$ cat config.mk
export PLATFORM = sky130hd
export DESIGN_NAME = swm_master
export DESIGN_NICKNAME = d
export VERILOG_FILES = /design/src/swm_pkg.sv /design/src/swm_fifo.sv /design/src/swm_master.sv
export VERILOG_INCLUDE_DIRS = /design/src
export SDC_FILE = /design/constraint.sdc
export NUM_CORES = 1
export LEC_CHECK = 0
export ABC_AREA = 1
export BUFFER_PORTS_ARGS = -buffer_cell sky130_fd_sc_hd__clkbuf_2
export CAP_MARGIN = 20
export CELL_PAD_IN_SITES_DETAIL_PLACEMENT = 1
export CELL_PAD_IN_SITES_GLOBAL_PLACEMENT = 1
export CORE_MARGIN = 2
export CORE_UTILIZATION = 48
export DETAILED_ROUTE_END_ITERATION = 10
export GPL_TIMING_DRIVEN = 0
export PLACE_DENSITY_LB_ADDON = 0.3
export SYNTH_ARGS = -nofsm -noshare
export SYNTH_HDL_FRONTEND = slang
export SYNTH_SLANG_ARGS = --single-unit
$ cat constraint.sdc
create_clock -name core_clk_i -period 4.66 [get_ports core_clk_i]
set_clock_uncertainty 0.1 [all_clocks]
set_input_delay 0.932 -clock core_clk_i [delete_from_list [all_inputs] [get_ports core_clk_i]]
set_output_delay 0.932 -clock core_clk_i [all_outputs]
set_load 0.02 [all_outputs]
$ cat src/swm_regs.svh
// timing counts and constants for the single-wire bus master
`ifndef SWM_REGS_SVH
`define SWM_REGS_SVH
`define SWM_CLK_MHZ         50
// times in microseconds, as figures
`define SWM_RST_LOW_US      480
`define SWM_RST_HIGH_US     480
`define SWM_RST_MAX_US      960
`define SWM_PRES_SAMPLE_US  70
`define SWM_W1_LOW_US       6
`define SWM_W0_LOW_US       60
`define SWM_RD_LOW_US       2
`define SWM_RD_SAMPLE_US    13
`define SWM_RDV_US          15
`define SWM_SLOT_US         70
`define SWM_REC_US          5
`define SWM_PDLY_US         5
`define SWM_PROG_US         480
// derived cycle counts
`define SWM_RST_LOW_CYC     (`SWM_RST_LOW_US * `SWM_CLK_MHZ)
`define SWM_RST_HIGH_CYC    (`SWM_RST_HIGH_US * `SWM_CLK_MHZ)
`define SWM_RST_MAX_CYC     (`SWM_RST_MAX_US * `SWM_CLK_MHZ)
`define SWM_PRES_SAMPLE_CYC (`SWM_PRES_SAMPLE_US * `SWM_CLK_MHZ)
`define SWM_W1_LOW_CYC      (`SWM_W1_LOW_US * `SWM_CLK_MHZ)
`define SWM_W0_LOW_CYC      (`SWM_W0_LOW_US * `SWM_CLK_MHZ)
`define SWM_RD_LOW_CYC      (`SWM_RD_LOW_US * `SWM_CLK_MHZ)
`define SWM_RD_SAMPLE_CYC   (`SWM_RD_SAMPLE_US * `SWM_CLK_MHZ)
`define SWM_RDV_CYC         (`SWM_RDV_US * `SWM_CLK_MHZ)
`define SWM_SLOT_CYC        (`SWM_SLOT_US * `SWM_CLK_MHZ)
`define SWM_REC_CYC         (`SWM_REC_US * `SWM_CLK_MHZ)
`define SWM_PDLY_CYC        (`SWM_PDLY_US * `SWM_CLK_MHZ)
`define SWM_PROG_CYC        (`SWM_PROG_US * `SWM_CLK_MHZ)
// crc constants, reflected form, then rx fifo depth and width
`define SWM_CRC8_POLY       8'h8c
`define SWM_CRC16_POLY      16'ha001
`define SWM_CRC16_RESIDUE   16'hb001
`define SWM_FIFO_DEPTH      8
`define SWM_FIFO_WIDTH      8
`endif

$ cat src/swm_pkg.sv
// types and crc step functions for the single-wire bus master
`include "swm_regs.svh"
package swm_pkg;
  typedef enum logic [1:0] {
    OP_RESET = 2'b00,
    OP_WRITE = 2'b01,
    OP_READ  = 2'b10,
    OP_PROG  = 2'b11
  } swm_op_type;

  typedef enum logic [1:0] {
    ST_IDLE  = 2'b00,
    ST_RESET = 2'b01,
    ST_SLOT  = 2'b10,
    ST_PROG  = 2'b11
  } swm_state_type;

  typedef struct packed {
    swm_op_type op;
    logic       single;
    logic [7:0] data;
  } swm_cmd_type;

  // one lsb-first step of the 8-bit identity crc
  function automatic logic [7:0] swm_crc8_step(input logic [7:0] c, input logic b);
    logic [7:0] s;
    s = {1'b0, c[7:1]};
    return (c[0] ^ b) ? (s ^ `SWM_CRC8_POLY) : s;
  endfunction

  // one lsb-first step of the 16-bit data crc
  function automatic logic [15:0] swm_crc16_step(input logic [15:0] c, input logic b);
    logic [15:0] s;
    s = {1'b0, c[15:1]};
    return (c[0] ^ b) ? (s ^ `SWM_CRC16_POLY) : s;
  endfunction
endpackage

$ cat src/swm_fifo.sv
// small flop fifo with valid/ready on both sides
module swm_fifo #(
  parameter int WIDTH = 8,
  parameter int DEPTH = 8
) (
  input  wire logic             core_clk_i,
  input  wire logic             rst_i,
  input  wire logic             in_valid_i,
  output logic                  in_ready_o,
  input  wire logic [WIDTH-1:0] in_data_i,
  output logic                  out_valid_o,
  input  wire logic             out_ready_i,
  output logic [WIDTH-1:0]      out_data_o
);
  localparam int AW = $clog2(DEPTH);
  logic [WIDTH-1:0] mem_r [DEPTH];
  logic [AW-1:0]    wr_r;
  logic [AW-1:0]    rd_r;
  logic [AW:0]      cnt_r;
  logic             push_w;
  logic             pop_w;

  // honest full and empty from the fill count
  assign in_ready_o  = (cnt_r != (AW+1)'(DEPTH));
  assign out_valid_o = (cnt_r != '0);
  assign out_data_o  = mem_r[rd_r];
  assign push_w      = in_valid_i & in_ready_o;
  assign pop_w       = out_valid_o & out_ready_i;

  // storage, no reset needed on data
  always_ff @(posedge core_clk_i) begin
    if (push_w) begin
      mem_r[wr_r] <= in_data_i;
    end
  end

  // pointers wrap at depth, which need not be a power of two
  always_ff @(posedge core_clk_i) begin
    if (rst_i) begin
      wr_r  <= '0;
      rd_r  <= '0;
      cnt_r <= '0;
    end else begin
      if (push_w) wr_r <= (wr_r == AW'(DEPTH-1)) ? '0 : wr_r + AW'(1);
      if (pop_w)  rd_r <= (rd_r == AW'(DEPTH-1)) ? '0 : rd_r + AW'(1);
      cnt_r <= cnt_r + (AW+1)'(push_w) - (AW+1)'(pop_w);
    end
  end
endmodule // swm_fifo

$ cat src/swm_master.sv
// bus master controller for the single-wire dual switch slave
`include "swm_regs.svh"
module swm_master import swm_pkg::*; #(
  parameter int RST_LOW_CYC  = `SWM_RST_LOW_CYC,
  parameter int RST_HIGH_CYC = `SWM_RST_HIGH_CYC,
  parameter int PROG_CYC     = `SWM_PROG_CYC
) (
  input  wire logic        core_clk_i,
  input  wire logic        rst_i,
  input  wire logic        cmd_valid_i,
  input  wire swm_cmd_type cmd_i,
  output logic             cmd_ready_o,
  output logic             done_o,
  output logic             presence_o,
  output logic             prog_refused_o,
  output logic             rx_valid_o,
  input  wire logic        rx_ready_i,
  output logic [7:0]       rx_data_o,
  input  wire logic        crc_clr_i,
  input  wire logic        crc_load_i,
  input  wire logic [15:0] crc_load_val_i,
  output logic [7:0]       crc8_o,
  output logic [15:0]      crc16_o,
  output logic             crc16_ok_o,
  input  wire logic        line_i,
  output logic             line_o,
  output logic             line_oe_o,
  output logic             prog_en_o
);
  // cycle counts; reset low, reset high and program lengths are parameters so a bench can shorten them
  localparam logic [15:0] T_RST_LOW  = 16'(RST_LOW_CYC);
  localparam logic [15:0] T_RST_END  = 16'(RST_LOW_CYC + RST_HIGH_CYC);
  localparam logic [15:0] T_PRES     = 16'(RST_LOW_CYC + `SWM_PRES_SAMPLE_CYC);
  localparam logic [15:0] T_W1       = 16'(`SWM_W1_LOW_CYC);
  localparam logic [15:0] T_W0       = 16'(`SWM_W0_LOW_CYC);
  localparam logic [15:0] T_RD_LOW   = 16'(`SWM_RD_LOW_CYC);
  localparam logic [15:0] T_RD_SMP   = 16'(`SWM_RD_SAMPLE_CYC);
  localparam logic [15:0] T_RDV      = 16'(`SWM_RDV_CYC);
  localparam logic [15:0] T_SLOT_END = 16'(`SWM_SLOT_CYC + `SWM_REC_CYC);
  localparam logic [15:0] T_PDLY     = 16'(`SWM_PDLY_CYC);
  localparam logic [15:0] T_PROG_END = 16'(`SWM_PDLY_CYC + PROG_CYC);
  localparam logic [15:0] T_RST_MAX  = 16'(`SWM_RST_MAX_CYC);

  swm_state_type st_r;
  swm_state_type st_nxt;
  logic [15:0]   tmr_r;
  logic [15:0]   tmr_nxt;
  logic [7:0]    sh_r;
  logic [2:0]    bit_r;
  logic          rd_r;
  logic          single_r;
  logic          smp_r;
  logic [7:0]    crc8_r;
  logic [15:0]   crc16_r;
  logic          presence_r;
  logic          done_r;
  logic          refused_r;
  logic          sync1_r;
  logic          sync2_r;
  logic          sync3_r;
  logic          line_lvl_r;

  logic          idle_w;
  logic          take_w;
  logic          prog_bad_w;
  logic [15:0]   low_len_w;
  logic          slot_drive_w;
  logic          rst_drive_w;
  logic          smp_pt_w;
  logic          slot_end_w;
  logic          bit_w;
  logic          last_bit_w;
  logic [7:0]    rx_word_w;
  logic          push_w;
  logic          fifo_in_ready_w;
  logic          crc16_ok_w;

  // pin synchroniser: a change counts once stages two and three agree
  always_ff @(posedge core_clk_i) begin
    if (rst_i) begin
      sync1_r    <= 1'b1;
      sync2_r    <= 1'b1;
      sync3_r    <= 1'b1;
      line_lvl_r <= 1'b1;
    end else begin
      sync1_r <= line_i;
      sync2_r <= sync1_r;
      sync3_r <= sync2_r;
      if (sync2_r == sync3_r) line_lvl_r <= sync3_r;
    end
  end

  // command acceptance; holds off new commands while rx fifo is full
  assign idle_w      = (st_r == ST_IDLE);
  assign cmd_ready_o = idle_w & fifo_in_ready_w;
  assign take_w      = cmd_valid_i & cmd_ready_o;
  assign crc16_ok_w  = (crc16_r == `SWM_CRC16_RESIDUE);
  assign prog_bad_w  = take_w & (cmd_i.op == OP_PROG) & ~crc16_ok_w;

  // line drive: open drain, only ever pulls low
  assign low_len_w    = rd_r ? T_RD_LOW : (sh_r[0] ? T_W1 : T_W0);
  assign slot_drive_w = (st_r == ST_SLOT) && (tmr_r < low_len_w);
  assign rst_drive_w  = (st_r == ST_RESET) && (tmr_r < T_RST_LOW);
  assign line_o       = 1'b0;
  assign line_oe_o    = slot_drive_w | rst_drive_w;
  // 12 V enable, after a short settle delay, line released meanwhile
  assign prog_en_o    = (st_r == ST_PROG) && (tmr_r >= T_PDLY) && (tmr_r < T_PROG_END);

  // slot timing points; sample late but inside the valid window
  assign smp_pt_w   = (st_r == ST_SLOT) && rd_r && (tmr_r == T_RD_SMP);
  assign slot_end_w = (st_r == ST_SLOT) && (tmr_r == T_SLOT_END);
  assign bit_w      = rd_r ? smp_r : sh_r[0];
  assign last_bit_w = single_r | (bit_r == 3'h7);
  assign rx_word_w  = single_r ? {7'h00, bit_w} : {bit_w, sh_r[7:1]};
  assign push_w     = slot_end_w & last_bit_w & rd_r;

  // sequencer next state
  always_comb begin
    st_nxt  = st_r;
    tmr_nxt = tmr_r + 16'h0001;
    case (st_r)
      ST_IDLE: begin
        tmr_nxt = 16'h0000;
        if (take_w) begin
          case (cmd_i.op)
            OP_RESET: st_nxt = ST_RESET;
            OP_WRITE: st_nxt = ST_SLOT;
            OP_READ:  st_nxt = ST_SLOT;
            OP_PROG:  st_nxt = crc16_ok_w ? ST_PROG : ST_IDLE;
            default:  st_nxt = ST_IDLE;
          endcase
        end
      end
      ST_RESET: if (tmr_r == T_RST_END) st_nxt = ST_IDLE;
      ST_SLOT: begin
        if (slot_end_w) begin
          tmr_nxt = 16'h0000;
          if (last_bit_w) st_nxt = ST_IDLE;
        end
      end
      ST_PROG: if (tmr_r == T_PROG_END) st_nxt = ST_IDLE;
      default: st_nxt = ST_IDLE;
    endcase
  end

  // state and timer
  always_ff @(posedge core_clk_i) begin
    if (rst_i) begin
      st_r  <= ST_IDLE;
      tmr_r <= 16'h0000;
    end else begin
      st_r  <= st_nxt;
      tmr_r <= tmr_nxt;
    end
  end

  // byte shifter, lsb goes out first
  always_ff @(posedge core_clk_i) begin
    if (rst_i) begin
      sh_r     <= 8'h00;
      bit_r    <= 3'h0;
      rd_r     <= 1'b0;
      single_r <= 1'b0;
    end else if (take_w) begin
      sh_r     <= cmd_i.data;
      bit_r    <= 3'h0;
      rd_r     <= (cmd_i.op == OP_READ);
      single_r <= cmd_i.single;
    end else if (slot_end_w) begin
      sh_r  <= {bit_w, sh_r[7:1]};
      bit_r <= bit_r + 3'h1;
    end
  end

  // read sample and presence detect
  always_ff @(posedge core_clk_i) begin
    if (rst_i) begin
      smp_r      <= 1'b1;
      presence_r <= 1'b0;
    end else begin
      if (smp_pt_w) smp_r <= line_lvl_r;
      if ((st_r == ST_RESET) && (tmr_r == T_PRES)) presence_r <= ~line_lvl_r;
    end
  end

  // completion pulses
  always_ff @(posedge core_clk_i) begin
    if (rst_i) begin
      done_r    <= 1'b0;
      refused_r <= 1'b0;
    end else begin
      done_r    <= ((st_r != ST_IDLE) && (st_nxt == ST_IDLE)) | prog_bad_w;
      refused_r <= prog_bad_w;
    end
  end

  // crc engines see every bit on the wire, so the user only checks the result;
  // nothing aborts a transfer on mismatch, only a program command is refused; the user decides what to repeat
  always_ff @(posedge core_clk_i) begin
    if (rst_i) begin
      crc8_r  <= 8'h00;
      crc16_r <= 16'h0000;
    end else if (crc_clr_i) begin
      crc8_r  <= 8'h00;
      crc16_r <= 16'h0000;
    end else if (crc_load_i) begin
      crc16_r <= crc_load_val_i;
    end else if (slot_end_w) begin
      crc8_r  <= swm_crc8_step(crc8_r, bit_w);
      crc16_r <= swm_crc16_step(crc16_r, bit_w);
    end
  end

  assign done_o         = done_r;
  assign presence_o     = presence_r;
  assign prog_refused_o = refused_r;
  assign crc8_o         = crc8_r;
  assign crc16_o        = crc16_r;
  assign crc16_ok_o     = crc16_ok_w;

  // read bytes queue here; a full queue holds off new commands
  swm_fifo #(
    .WIDTH(`SWM_FIFO_WIDTH),
    .DEPTH(`SWM_FIFO_DEPTH)
  ) u_rx_fifo (
    .core_clk_i (core_clk_i),
    .rst_i      (rst_i),
    .in_valid_i (push_w),
    .in_ready_o (fifo_in_ready_w),
    .in_data_i  (rx_word_w),
    .out_valid_o(rx_valid_o),
    .out_ready_i(rx_ready_i),
    .out_data_o (rx_data_o)
  );
endmodule // swm_master

## Word-level counts from Yosys, hierarchy flattened

Memory sizes are Yosys's and may differ from the RTL's. A register that Yosys moved wholly into a read port is not among the register bits.
Cells that the tools add are included.
Widths: inputs -> output; s select.

| word-level totals | value |
|---|---|
| memory bits (writable) | 64 |
| memories | 1 |
| logic and storage cells | 111 |
| output and inout port bits | 41 |
| register bits | 73 |

Memory list:

| memory | words | bits a word | rd ports | clocked after Yosys merged registers in | write ports | line | text |
|---|---|---|---|---|---|---|---|
| u_rx_fifo.mem_r | 8 | 8 | 1 | 1 | 1 | swm_fifo.sv:16 | `logic [WIDTH-1:0] mem_r [DEPTH];` |

| operators by class | value |
|---|---|
| order comparisons | 4 |
| equality and inequality tests | 17 |
| reductions and logical operators | 20 |
| multiplexer cells | 26 |
| add/subtract/negate cells | 6 |
| bitwise gates (word level) | 18 |

Operators with widths:

| operator | count |
|---|---|
| $mux 16 | 4 |
| $eq 16x15->1 const B | 2 |
| $eq 16x16->1 const B | 2 |
| $lt 16x15->1 const B | 2 |
| $mux 8 | 4 |
| $pmux 16 s2 | 1 |
| $mux 12 | 2 |
| $add 16x1->16 const B | 1 |
| $eq 16x10->1 const B | 1 |
| $eq 16x12->1 const B | 1 |
| $ge 16x8->1 const B | 1 |
| $lt 16x12->1 | 1 |
| $mux 2 | 6 |
| $mux 3 | 4 |
| $add 3x1->3 const B | 3 |
| $eq 3x3->1 const B | 3 |
| $logic_and 1x1->1 | 9 |
| $and 1x1->1 | 8 |
| $eq 2x2->1 const B | 4 |
| $pmux 2 s4 | 1 |
| $logic_not 2->1 | 3 |
| $not 2->3 | 2 |
| $pmux 2 s3 | 1 |
| $reduce_bool 2->1 | 3 |
| other kinds (12) | 22 |

## Logic depth before layout (Yosys ltp)

Gate-level depths: netlist of the first run.

| depth | value |
|---|---|
| depth in word-level cells | 8 |
| mapped depth | 13 |

## Modules after synthesis

Synthesis of the first run repeated with hierarchy kept, for this count alone.

| unflattened totals | value |
|---|---|
| cell total of the unflattened synthesis | 892 |
| area total of the unflattened synthesis | 7059.3 µm² |

Modules (own cells, without submodules):

| module | instances | cells an instance | area each (µm²) | seq. area each (µm²) |
|---|---|---|---|---|
| swm_fifo | 1 | 373 | 3549.7 | 2182.1 |
| swm_master | 1 | 519 | 3509.6 | 1261.2 |

## Worst setup path after synthesis of the first run

OpenSTA, ideal clock, no wires.

| timing path | value |
|---|---|
| path type | reg2out |
| start | register rd_r |
| end | output line_oe_o |
| data required time | 3628 ps |
| arrival | 1351 ps |
| stages on the path, launching flop included | 11 |
| buffers on the path | 0 |
| path slack | 2277 ps |
| path through | dfxtp_1 > inv_1 > nand2_1 > ha_1 > nand2_1 > nor2_1 > o21ai_0 > nand3_1 > nand2_1 > nand2_1 > nand2_1 |

| between the ends | value |
|---|---|
| word-level cells in the longest chain between the ends | 4 |

RTL lines:

| what | line | text |
|---|---|---|
| start, declared | swm_master.sv:50 | `logic rd_r;` |
| start signal, assigned | swm_master.sv:167 | `rd_r <= (cmd_i.op == OP_READ);` |
| $mux 12 | swm_master.sv:101 | `assign low_len_w = rd_r ? T_RD_LOW : (sh_r[0] ? T_W1 : T_W0);` |
| $lt 16x12->1 | swm_master.sv:102 | `assign slot_drive_w = (st_r == ST_SLOT) && (tmr_r < low_len_w);` |
| $logic_and 1x1->1 | swm_master.sv:102 |  |
| $or 1x1->1 | swm_master.sv:105 | `assign line_oe_o = slot_drive_w \| rst_drive_w;` |
| end, declared | swm_master.sv:27 | `output logic line_oe_o,` |

Every way passes these cells.

## Worst setup path after layout of the first run

Same ends and word-level chain as after synthesis.

==> impl_metrics.csv, run 1 <==
group,metric,value,unit
grt,grt_first_pass_wirelength,31300,µm
logic_synthesis,synthCells,803,
grt,grt_pass1_vias,6251,
detailed_routing,drc_errors,0,
critical_path,worstSetupStartpoint,"rd_r",
logic_synthesis,synth_cell_types,40,
floorplanning,initial_core_util,48.9,%
logic_synthesis,synth-warning-count,0,
sta,finalHoldViolCount,0,
critical_path,crit_path_max_fanout,7,
sta,setup_violations,0,
place,place_congestion,0.900,
cts,cts_tree,"done",
sta,setup-tns-final,0,ns
finish,diodes,0,
logic_synthesis,ys_async_sr_fraction,0,%
logic_synthesis,yosys-top-cells-count,"161 x nand2_1, 133 x nor2_1, 90 x inv_1, 76 x dfxtp_1, 64 x edfxtp_1",
critical_path,end_kind,"output port",
floorplanning,die_w,122,µm
logic_synthesis,ys_seq_elements,140,
critical_path,crit_type,"reg -> out",
grt,antenna_found_initial,0,
critical_path,r2r_slack,1.74,ns
grt,grt_usage,27.2,%
finish,fin_area,0.00796,mm²
cts,cts.sinks,140,
pwr,power_density,468,mW/mm²
sta,tightestPinTransition,0.930,ns
sta,drv_slew,0,
place,portBuffers,71,
cts,cts_buffers,17,
cts,cts_resized,0,
cts,clk_latency,0.42,ns
sta,period_needed,3.34,ns
logic_synthesis,synth_edf_count,64,
detailed_routing,post_drt_wl_per_cell,17.8,µm
critical_path,cp.arrival,2.31,ns
critical_path,r2r_start,"tmr_r[0]",
floorplanning,die_y,122,µm
logic_synthesis,ys.flop_type,"dfxtp_1",
sta,rsz0062_at_grt,"false",
logic_synthesis,seq_area_frac_synth,51.2,%
detailed_routing,ant_nets,0,
grt,grt-ovfl-total,0,
place,hpwl,14300,µm
detailed_routing,routed_wl,19500,µm
floorplanning,die-area,0.0150,mm²
cts,clk_pin_slew_worst_paths,0.06,ns
sta,fmax,299,MHz
logic_synthesis,synth_top_area_share,28.6,%
cts,clock_path_buffers,2,
run_status,status,"finished clean",
min_path,min_path_type,"reg -> reg",
cts,cts_setup_buffers,0,
cts,cts_hold_repair.buffers,0,
sta,max_slew_margin,37.3,%
cts,cts_root_buf,"clkbuf_16",
place,placed_cell_area,0.00734,mm²
floorplanning,boundaryPins,75,
floorplanning,core_area,0.0138,mm²
finish,layout.nets,961,
job,drv_cap,0,
critical_path,start_kind,"register",
detailed_routing,viasPerCell,5.38,
logic_synthesis,ys_top_cells_by_area,"edfxtp_1 29%, dfxtp_1 23%, nand2_1 9.0%, nor2_1 7.4%, inv_1 5.0%",
detailed_routing,drt_iter0_markers,363,
floorplanning,fp-row-count,43,
pwr,ir_worst_vdd,241,µV
finish,drive_gt1_share,17.3,%
sta,fin_crit_sh,71.7,%
min_path,hp-start,"sync1_r",
grt,grt_max_degree,17,
detailed_routing,dr.pass1.iters,4,
logic_synthesis,netlist_area,0.00673,mm²
cts,htree_levels,4,
finish,area_growth,18.3,%
logic_synthesis,synth_area_per_cell,8.38,µm²
pwr,power_leakage,3.35,nW
logic_synthesis,synth.most_common_cell,"nand2_1",
logic_synthesis,synth_top_cell_by_area,"edfxtp_1",
critical_path,required,3.63,ns
detailed_routing,vias,5891,
logic_synthesis,syn_nets,863,
-- worst paths after layout --
check / end / cells after the start
min: sync2_r / 1
min reg2reg: sync2_r / 1
max: line_oe_o / 9
max reg2reg: u_rx_fifo.mem_r[7][5] / 9
-- worst max-delay path, cell delays in order (launching register included) --
cell and delay (ns):
dfxtp_1 0.49, inv_1 0.13, nand2_1 0.18, ha_1 0.28, nand2_1 0.07, a21oi_1 0.06, nor4_1 0.27, nand2_1 0.12
nand2_1 0.10, clkbuf_2 0.17
-- flip-flops by register name (all words and copies together) (netlist names), named ones only --
register	cells
u_rx_fifo.mem_r	64
crc16_o	16
tmr_r	16
crc8_o	8
sh_r	8
u_rx_fifo.cnt_r	4
bit_r	3
u_rx_fifo.rd_r	3
u_rx_fifo.wr_r	3
st_r	2
done_o	1
line_lvl_r	1
presence_o	1
prog_refused_o	1
rd_r	1
single_r	1
smp_r	1
sync1_r	1
sync2_r	1
sync3_r	1
-- kinds of logic after synthesis --
kind of cell / Yosys count / synth area share (%)
AND/OR/NAND/NOR: 374 / 23.5
flip-flops: 140 / 51.2
AO/OA/AOI/OAI: 138 / 12.5
buffers and inverters: 120 / 7.40
adder cells (fa/ha/maj): 26 / 4.94
XOR/XNOR: 4 / 0.521
other: 1 / 0.0557
-- through the flow --
step / util, % / total power (W) / cells / hold WS [ns] / setup slack [ns]
after floorplan: - / 0.00204 / 803 / 0.289 / 2.28
after global placement: 53.1 / 0.00228 / 1054 / 0.295 / 1.58
after detailed placement: 53.3 / 0.00235 / 1060 / 0.317 / 1.60
after CTS: 57.7 / 0.00375 / 1092 / 0.332 / 1.32
after global routing: 57.8 / 0.00390 / 1094 / 0.352 / 1.15
final: 57.8 / 0.00372 / 1094 / 0.321 / 1.32
-- final cells by class --
class                           count  area, µm²
Fill cell                        1685       5810
Clock inverter                     13        165
Tap cell                          180        225
Clock buffer                       19        443
Timing Repair Buffer               79        398
Buffer                             25        141
Sequential cell                   140       3440
Inverter                           95        357
Multi-Input combinational cell    543       2790
-- power breakdown --
part | total [W] | internal (W) | switching (W)
registers | 0.00143 | 0.00138 | 0.0000516
logic | 0.000898 | 0.000279 | 0.000619
clock network | 0.00140 | 0.000860 | 0.000536
total | 0.00372 | 0.00252 | 0.00121
-- layout by cell type, fill, tap and decap left out, drive strengths merged --
| cell | Yosys | layout |
|---|---|---|
| nand4 | 11 | 11 |
| edfxtp | 64 | 64 |
| ha | 25 | 25 |
| a21oi | 63 | 63 |
| o211ai | 2 | 2 |
| and2 | 2 | 2 |
| clkbuf | 16 | 107 |
| a31oi | 1 | 1 |
| bufinv | 0 | 3 |
| a21boi | 1 | 1 |
| a211oi | 1 | 1 |
| nor3 | 19 | 19 |
| clkinv | 0 | 6 |
| inv | 95 | 98 |
| nor4 | 1 | 1 |
| xor2 | 2 | 2 |
| nand2 | 163 | 163 |
| o21ai | 52 | 52 |
| conb | 1 | 1 |
| a31o | 1 | 1 |
| nor3b | 1 | 1 |
| o32ai | 16 | 16 |
| or2 | 5 | 5 |
| clkinvlp | 0 | 1 |
| xnor2 | 2 | 2 |
| o211a | 1 | 1 |
| nor2 | 140 | 140 |
| dfxtp | 76 | 76 |
| fa | 1 | 1 |
| nand3 | 32 | 32 |
| buf | 9 | 16 |
-- routing by layer --
layer  GRT usage (%)  wire length [µm]  vias to the layer above  share of wire (%)
met5               0                 0                        -                  0
met4            12.1               445                        0                2.3
met3            4.60               651                       38                3.3
met2            50.5             10500                      126                 54
met1            30.4              7860                     2871                 40
li1                -                 -                     2856                  -
Power figures use the tool's default switching activity.
==> run 2, diff against run 1 <==
--- a/config.mk
+++ b/config.mk
@@ -12,7 +12,7 @@
 export CELL_PAD_IN_SITES_DETAIL_PLACEMENT = 1
 export CELL_PAD_IN_SITES_GLOBAL_PLACEMENT = 1
 export CORE_MARGIN = 2
-export CORE_UTILIZATION = 48
+export CORE_UTILIZATION = 44
 export DETAILED_ROUTE_END_ITERATION = 10
 export GPL_TIMING_DRIVEN = 0
 export PLACE_DENSITY_LB_ADDON = 0.3
==> constraint.sdc (replaced) <==
create_clock -name core_clk_i -period 3.35 [get_ports core_clk_i]
set_clock_uncertainty 0.1 [all_clocks]
set_input_delay 0.67 -clock core_clk_i [delete_from_list [all_inputs] [get_ports core_clk_i]]
set_output_delay 0.67 -clock core_clk_i [all_outputs]
set_load 0.02 [all_outputs]
==> run 2 against run 1 <==
Against the previous run: critical path type unchanged; hold slack improved by 0.0058 ns; non-clock buffer count unchanged; total power increased by 35%; cell count grew 0.73%; wire length is 3.4% lower.
==> impl_metrics.csv, run 2 (synthesis gave the netlist of run 1 again) <==
group,metric,value,unit
detailed_routing,wl_met3,701,µm
grt,antenna_found_initial,0,
min_path,min_path_type,"in -> reg",
floorplanning,boundaryPins,75,
floorplanning,initial_core_util,44.6,%
sta,holdWs,0.327,ns
finish,fin_area,0.00794,mm²
sta,fmax,334,MHz
detailed_routing,top_layer_used,"met4",
finish,area_growth,17.9,%
sta,drv_slew,0,
job,drv_cap,0,
cts,cts_resized,0,
place,hpwl,14200,µm
cts,cts_root_buf,"clkbuf_16",
finish,fillerInstances,1866,
finish,final_cell_mix,"161 x nand2_1, 133 x nor2_1, 90 x inv_1",
pwr,p_int,0.00334,W
detailed_routing,met1_length,7860,µm
cts,clk_latency,0.44,ns
detailed_routing,dr.pass1.iters,5,
cts,cts_tree,"done",
grt,grt_first_pass_wirelength,30700,µm
pwr,power_frac_comb,24.4,%
grt,grt_max_degree,17,
cts,cts.sinks,140,
critical_path,start_kind,"register",
sta,finalHoldViolCount,0,
sta,setup_violations,0,
sta,tightestPinTransition,0.891,ns
sta,period_needed,2.99,ns
sta,fin_crit_sh,89.3,%
pwr,p_sw,0.00170,W
detailed_routing,ant_nets,0,
detailed_routing,viasPerCell,5.28,
pwr,p_clk_share,36.2,%
cts,htree_levels,4,
finish,diodes,0,
floorplanning,die_y,128,µm
detailed_routing,dr_wl_met2,9910,µm
finish,drive_gt1_share,17.1,%
pwr,p_seq_share,39.4,%
critical_path,required,2.58,ns
grt,grt-ovfl-total,0,
floorplanning,fp-row-count,45,
cts,clk_pin_slew_worst_paths,0.06,ns
sta,max_slew_margin,40.0,%
cts,cts_setup_buffers,0,
finish,largest_reg_flops,64,
cts,cts_hold_repair.buffers,0,
grt,grt_pass1_vias,6167,
pwr,power_density,636,mW/mm²
finish,utilization,52.6,%
pwr,swShare,33.8,%
critical_path,worstSetupStartpoint,"rd_r",
critical_path,crit_type,"reg -> out",
place,portBuffers,71,
finish,layout.nets,961,
detailed_routing,drc_errors,0,
critical_path,r2r_start,"tmr_r[0]",
finish,regMostFlops,"u_rx_fifo.mem_r",
run_status,status,"finished clean",
floorplanning,core_area,0.0151,mm²
place,place_congestion,0.911,
critical_path,end_kind,"output port",
floorplanning,die_w,128,µm
finish,final_common_cell,"nand2_1",
place,placed_cell_area,0.00736,mm²
detailed_routing,routed_wl,18800,µm
pwr,power_leakage,3.32,nW
sta,rsz0062_at_grt,"false",
floorplanning,die-area,0.0163,mm²
detailed_routing,post_drt_wl_per_cell,17.1,µm
cts,clock_path_buffers,2,
min_path,hp-start,"line_i",
cts,cts_buffers,17,
detailed_routing,vias,5814,
critical_path,crit_path_max_fanout,7,
critical_path,cp.arrival,2.22,ns
pwr,ir_worst_vdd,373,µV
sta,setup-tns-final,0,ns
grt,grt_usage,24.2,%
detailed_routing,drt_iter0_markers,270,
==> run 2: worst paths after layout <==
path | endpoint | slack (ns) | cells after the start
hold reg to reg | sync2_r | 0.34 | 1
setup reg to reg | u_rx_fifo.mem_r[0][7] | 0.45 | 9
hold / removal | sync1_r | 0.33 | 2
setup / recovery | line_oe_o | 0.36 | 9
==> run 2: area by class of cell <==
| class | count | area, µm² | area share (%) |
|---|---|---|---|
| plain buffers | 25 | 141 | 1.78 |
| clock buffers | 19 | 433 | 5.46 |
| clock inverters | 13 | 130 | 1.64 |
| inverters | 95 | 357 | 4.49 |
| multi-input cells | 543 | 2790 | 35.2 |
| flip-flops and latches | 140 | 3440 | 43.4 |
| well taps | 188 | 235 | 2.96 |
| repair buffers | 79 | 405 | 5.11 |
==> run 2: metal layers <==
layer / track usage [%] / vias to the layer above
met5: 0 / -
met4: 9.76 / 0
met3: 4.34 / 32
met2: 44.4 / 128
met1: 27.8 / 2800
li1: - / 2854
==> run 2: metrics by stage <==
stage | cells | power [W] | setup WS, ns
6_report | 1102 | 0.00504 | 0.360
5_1_grt | 1102 | 0.00530 | 0.198
3_3_place_gp | 1062 | 0.00318 | 0.237
2_1_floorplan | 803 | 0.00284 | 0.979
3_5_place_dp | 1068 | 0.00326 | 0.347
4_1_cts | 1100 | 0.00508 | 0.304
==> run 2: power groups by stage <==
stage / Sequential [W] / Clock, W / Combinational, W
after detailed placement: 0.00202 / 0 / 0.00124
after global placement: 0.00202 / 0 / 0.00116
final: 0.00199 / 0.00182 / 0.00123
after floorplan: 0.00201 / 0 / 0.000827
after global routing: 0.00200 / 0.00192 / 0.00138
after CTS: 0.00199 / 0.00184 / 0.00125
==> run 2: critical path, cell delays in order, from the launching register on <==
cell      delay (ns)
dfxtp_1         0.50
inv_1           0.13
nand2_1         0.20
ha_1            0.28
nand2_1         0.07
a21oi_1         0.06
nor4_1          0.20
nand2_1         0.09
nand2_1         0.08
clkbuf_2        0.17
==> run 3, diff against run 2 <==
--- a/config.mk
+++ b/config.mk
@@ -16,6 +16,8 @@
 export DETAILED_ROUTE_END_ITERATION = 10
 export GPL_TIMING_DRIVEN = 0
 export PLACE_DENSITY_LB_ADDON = 0.3
+export SKIP_LAST_GASP = 1
 export SYNTH_ARGS = -nofsm -noshare
 export SYNTH_HDL_FRONTEND = slang
+export SYNTH_HIERARCHICAL = 1
 export SYNTH_SLANG_ARGS = --single-unit
==> run 3 against run 2 <==
Against the previous run: clock power grew 7%; critical path type is now reg -> reg; synthesized area grew 4.9%; highest routed layer unchanged; synthesized cell count grew 11%; largest power group unchanged.
==> impl_metrics.csv, run 3 <==
group,metric,value,unit
detailed_routing,top_layer_used,"met4",
job,drv_cap,0,
cts,clock_path_buffers,2,
logic_synthesis,synth-warning-count,6,
critical_path,start_kind,"register",
grt,grt_usage,22.7,%
cts,cts.sinks,140,
detailed_routing,drt_iter0_markers,311,
logic_synthesis,ys_top_cells_by_area,"edfxtp_1 27%, dfxtp_1 22%, nand2_1 12%, inv_1 7.5%, nor2_1 5.4%",
cts,cts_resized,3,
finish,layout.nets,1048,
finish,largest_reg_flops,64,
grt,grt_first_pass_wirelength,29800,µm
floorplanning,core_area,0.0158,mm²
critical_path,end_kind,"register",
logic_synthesis,synth_top_cell_by_area,"edfxtp_1",
grt,grt_pass1_vias,6164,
logic_synthesis,synth_edf_count,64,
finish,drive_gt1_share,16.9,%
run_status,status,"finished clean",
sta,max_slew_margin,29.7,%
floorplanning,fp-row-count,46,
pwr,finalPower,0.00524,W
detailed_routing,viasPerCell,4.94,
cts,htree_levels,4,
sta,holdWs,0.320,ns
sta,period_needed,3.07,ns
sta,final.setup.worst_slack,0.283,ns
logic_synthesis,netlist_area,0.00706,mm²
sta,drv_slew,0,
pwr,power_density,627,mW/mm²
detailed_routing,dr_wl_met2,9520,µm
critical_path,required,3.38,ns
detailed_routing,wl_met3,570,µm
finish,fillerInstances,2008,
cts,cts_tree,"done",
critical_path,cp.arrival,3.09,ns
floorplanning,boundaryPins,75,
logic_synthesis,seq_area_frac_synth,48.8,%
cts,clk_latency,0.42,ns
detailed_routing,drc_errors,0,
grt,grt_max_degree,17,
grt,antenna_found_initial,0,
place,portBuffers,72,
critical_path,crit_path_max_fanout,10,
sta,rsz0062_at_grt,"false",
sta,fin_crit_sh,91.5,%
floorplanning,die_y,131,µm
detailed_routing,post_drt_wl_per_cell,15.1,µm
sta,setup-tns-final,0,ns
floorplanning,die_w,131,µm
logic_synthesis,synthCells,892,
sta,tightestPinTransition,1.04,ns
logic_synthesis,ys_async_sr_fraction,0,%
place,hpwl,13800,µm
logic_synthesis,synth_top_area_share,27.2,%
detailed_routing,vias,6006,
logic_synthesis,syn_nets,952,
cts,clk_pin_slew_worst_paths,0.06,ns
finish,final_cell_mix,"230 x nand2_1, 141 x inv_1, 102 x nor2_1",
logic_synthesis,ys.flop_type,"dfxtp_1",
logic_synthesis,synth_cell_types,40,
logic_synthesis,yosys-top-cells-count,"230 x nand2_1, 141 x inv_1, 102 x nor2_1, 76 x dfxtp_1, 66 x nand3_1",
cts,cts_hold_repair.buffers,0,
logic_synthesis,synth_area_per_cell,7.91,µm²
finish,diodes,0,
finish,area_growth,18.4,%
detailed_routing,ant_nets,0,
pwr,ir_worst_vdd,332,µV
cts,cts_buffers,17,
sta,finalHoldViolCount,0,
place,place_congestion,0.839,
grt,grt-ovfl-total,0,
finish,regMostFlops,"u_rx_fifo/mem_r",
finish,final_common_cell,"nand2_1",
detailed_routing,routed_wl,18400,µm
min_path,min_path_type,"reg -> reg",
detailed_routing,dr.pass1.iters,5,
critical_path,crit_type,"reg -> reg",
detailed_routing,met1_length,7990,µm
floorplanning,initial_core_util,44.8,%
place,place_ws,-0.0918,ns
cts,cts_root_buf,"clkbuf_16",
floorplanning,die-area,0.0171,mm²
sta,setup_violations,0,
pwr,power_leakage,3.89,nW
logic_synthesis,ys_seq_elements,140,
logic_synthesis,synth.most_common_cell,"nand2_1",
cts,cts_setup_buffers,0,
sta,fmax,326,MHz
==> run 3: cell families (layout without fill, tap and decap cells) <==
kind of cell / Yosys count / after routing / synth area share, %
and+or+nand+nor: 446 / 446 / 26.9
xor gates and xnor gates: 11 / 11 / 1.36
other: 1 / 1 / 0.0531
adders and majority gates: 26 / 26 / 4.71
buffers and inverters: 176 / 285 / 10.8
AOI/OAI and AO/OA: 92 / 92 / 7.41
DFF: 140 / 140 / 48.8
==> run 3: final cells by class <==
type                            instances  area, µm²  area share [%]
Inverter                              150        566            6.77
Buffer                                 26        198            2.37
Tap cell                              216        270            3.23
Timing Repair Buffer                   77        393            4.70
Clock buffer                           18        429            5.13
Clock inverter                         14        176            2.11
Multi-Input combinational cell        576       2880            34.5
Sequential cell                       140       3440            41.2
==> run 3: through the flow <==
| step | instances | utilization (%) | cell area [µm²] |
|---|---|---|---|
| after floorplan | 892 | - | 7060 |
| after global placement | 1180 | 48.8 | 7690 |
| after detailed placement | 1185 | 49.0 | 7720 |
| after CTS | 1217 | 52.9 | 8340 |
| after global routing | 1217 | 53.0 | 8360 |
| final | 1217 | 53.0 | 8360 |
==> run 3: per-layer routing <==
metal | GRT usage, % | vias up
met1 | 26.3 | 2876
met2 | 41.0 | 90
li1 | - | 3016
met4 | 8.82 | 0
met3 | 5.01 | 24
met5 | 0 | -
==> run 3: worst max-delay path, cell delays in order (launching register included) <==
cell,delay (ns)
dfxtp_1,0.34
inv_1,0.12
ha_1,0.23
nand3_1,0.09
nor2_1,0.23
nand3_4,0.21
nor3_2,0.35
nand2_4,0.11
buf_6,0.16
nor3_1,0.56
buf_4,0.28
==> run 3: final timing paths <==
path	startpoint	end	slack, ns	cells after the start
setup / recovery	tmr_r[0]	u_rx_fifo/mem_r[5][1]	0.28	10
hold / removal	sync1_r	sync2_r	0.32	1
setup reg to reg	tmr_r[0]	u_rx_fifo/mem_r[5][1]	0.28	10
hold reg to reg	sync1_r	sync2_r	0.32	1
==> run 3: power breakdown <==
group          internal, W  leakage (nW)  switching, W
combinational     0.000447          2.39      0.000888
clock              0.00123         0.296      0.000708
sequential         0.00191          1.21     0.0000518
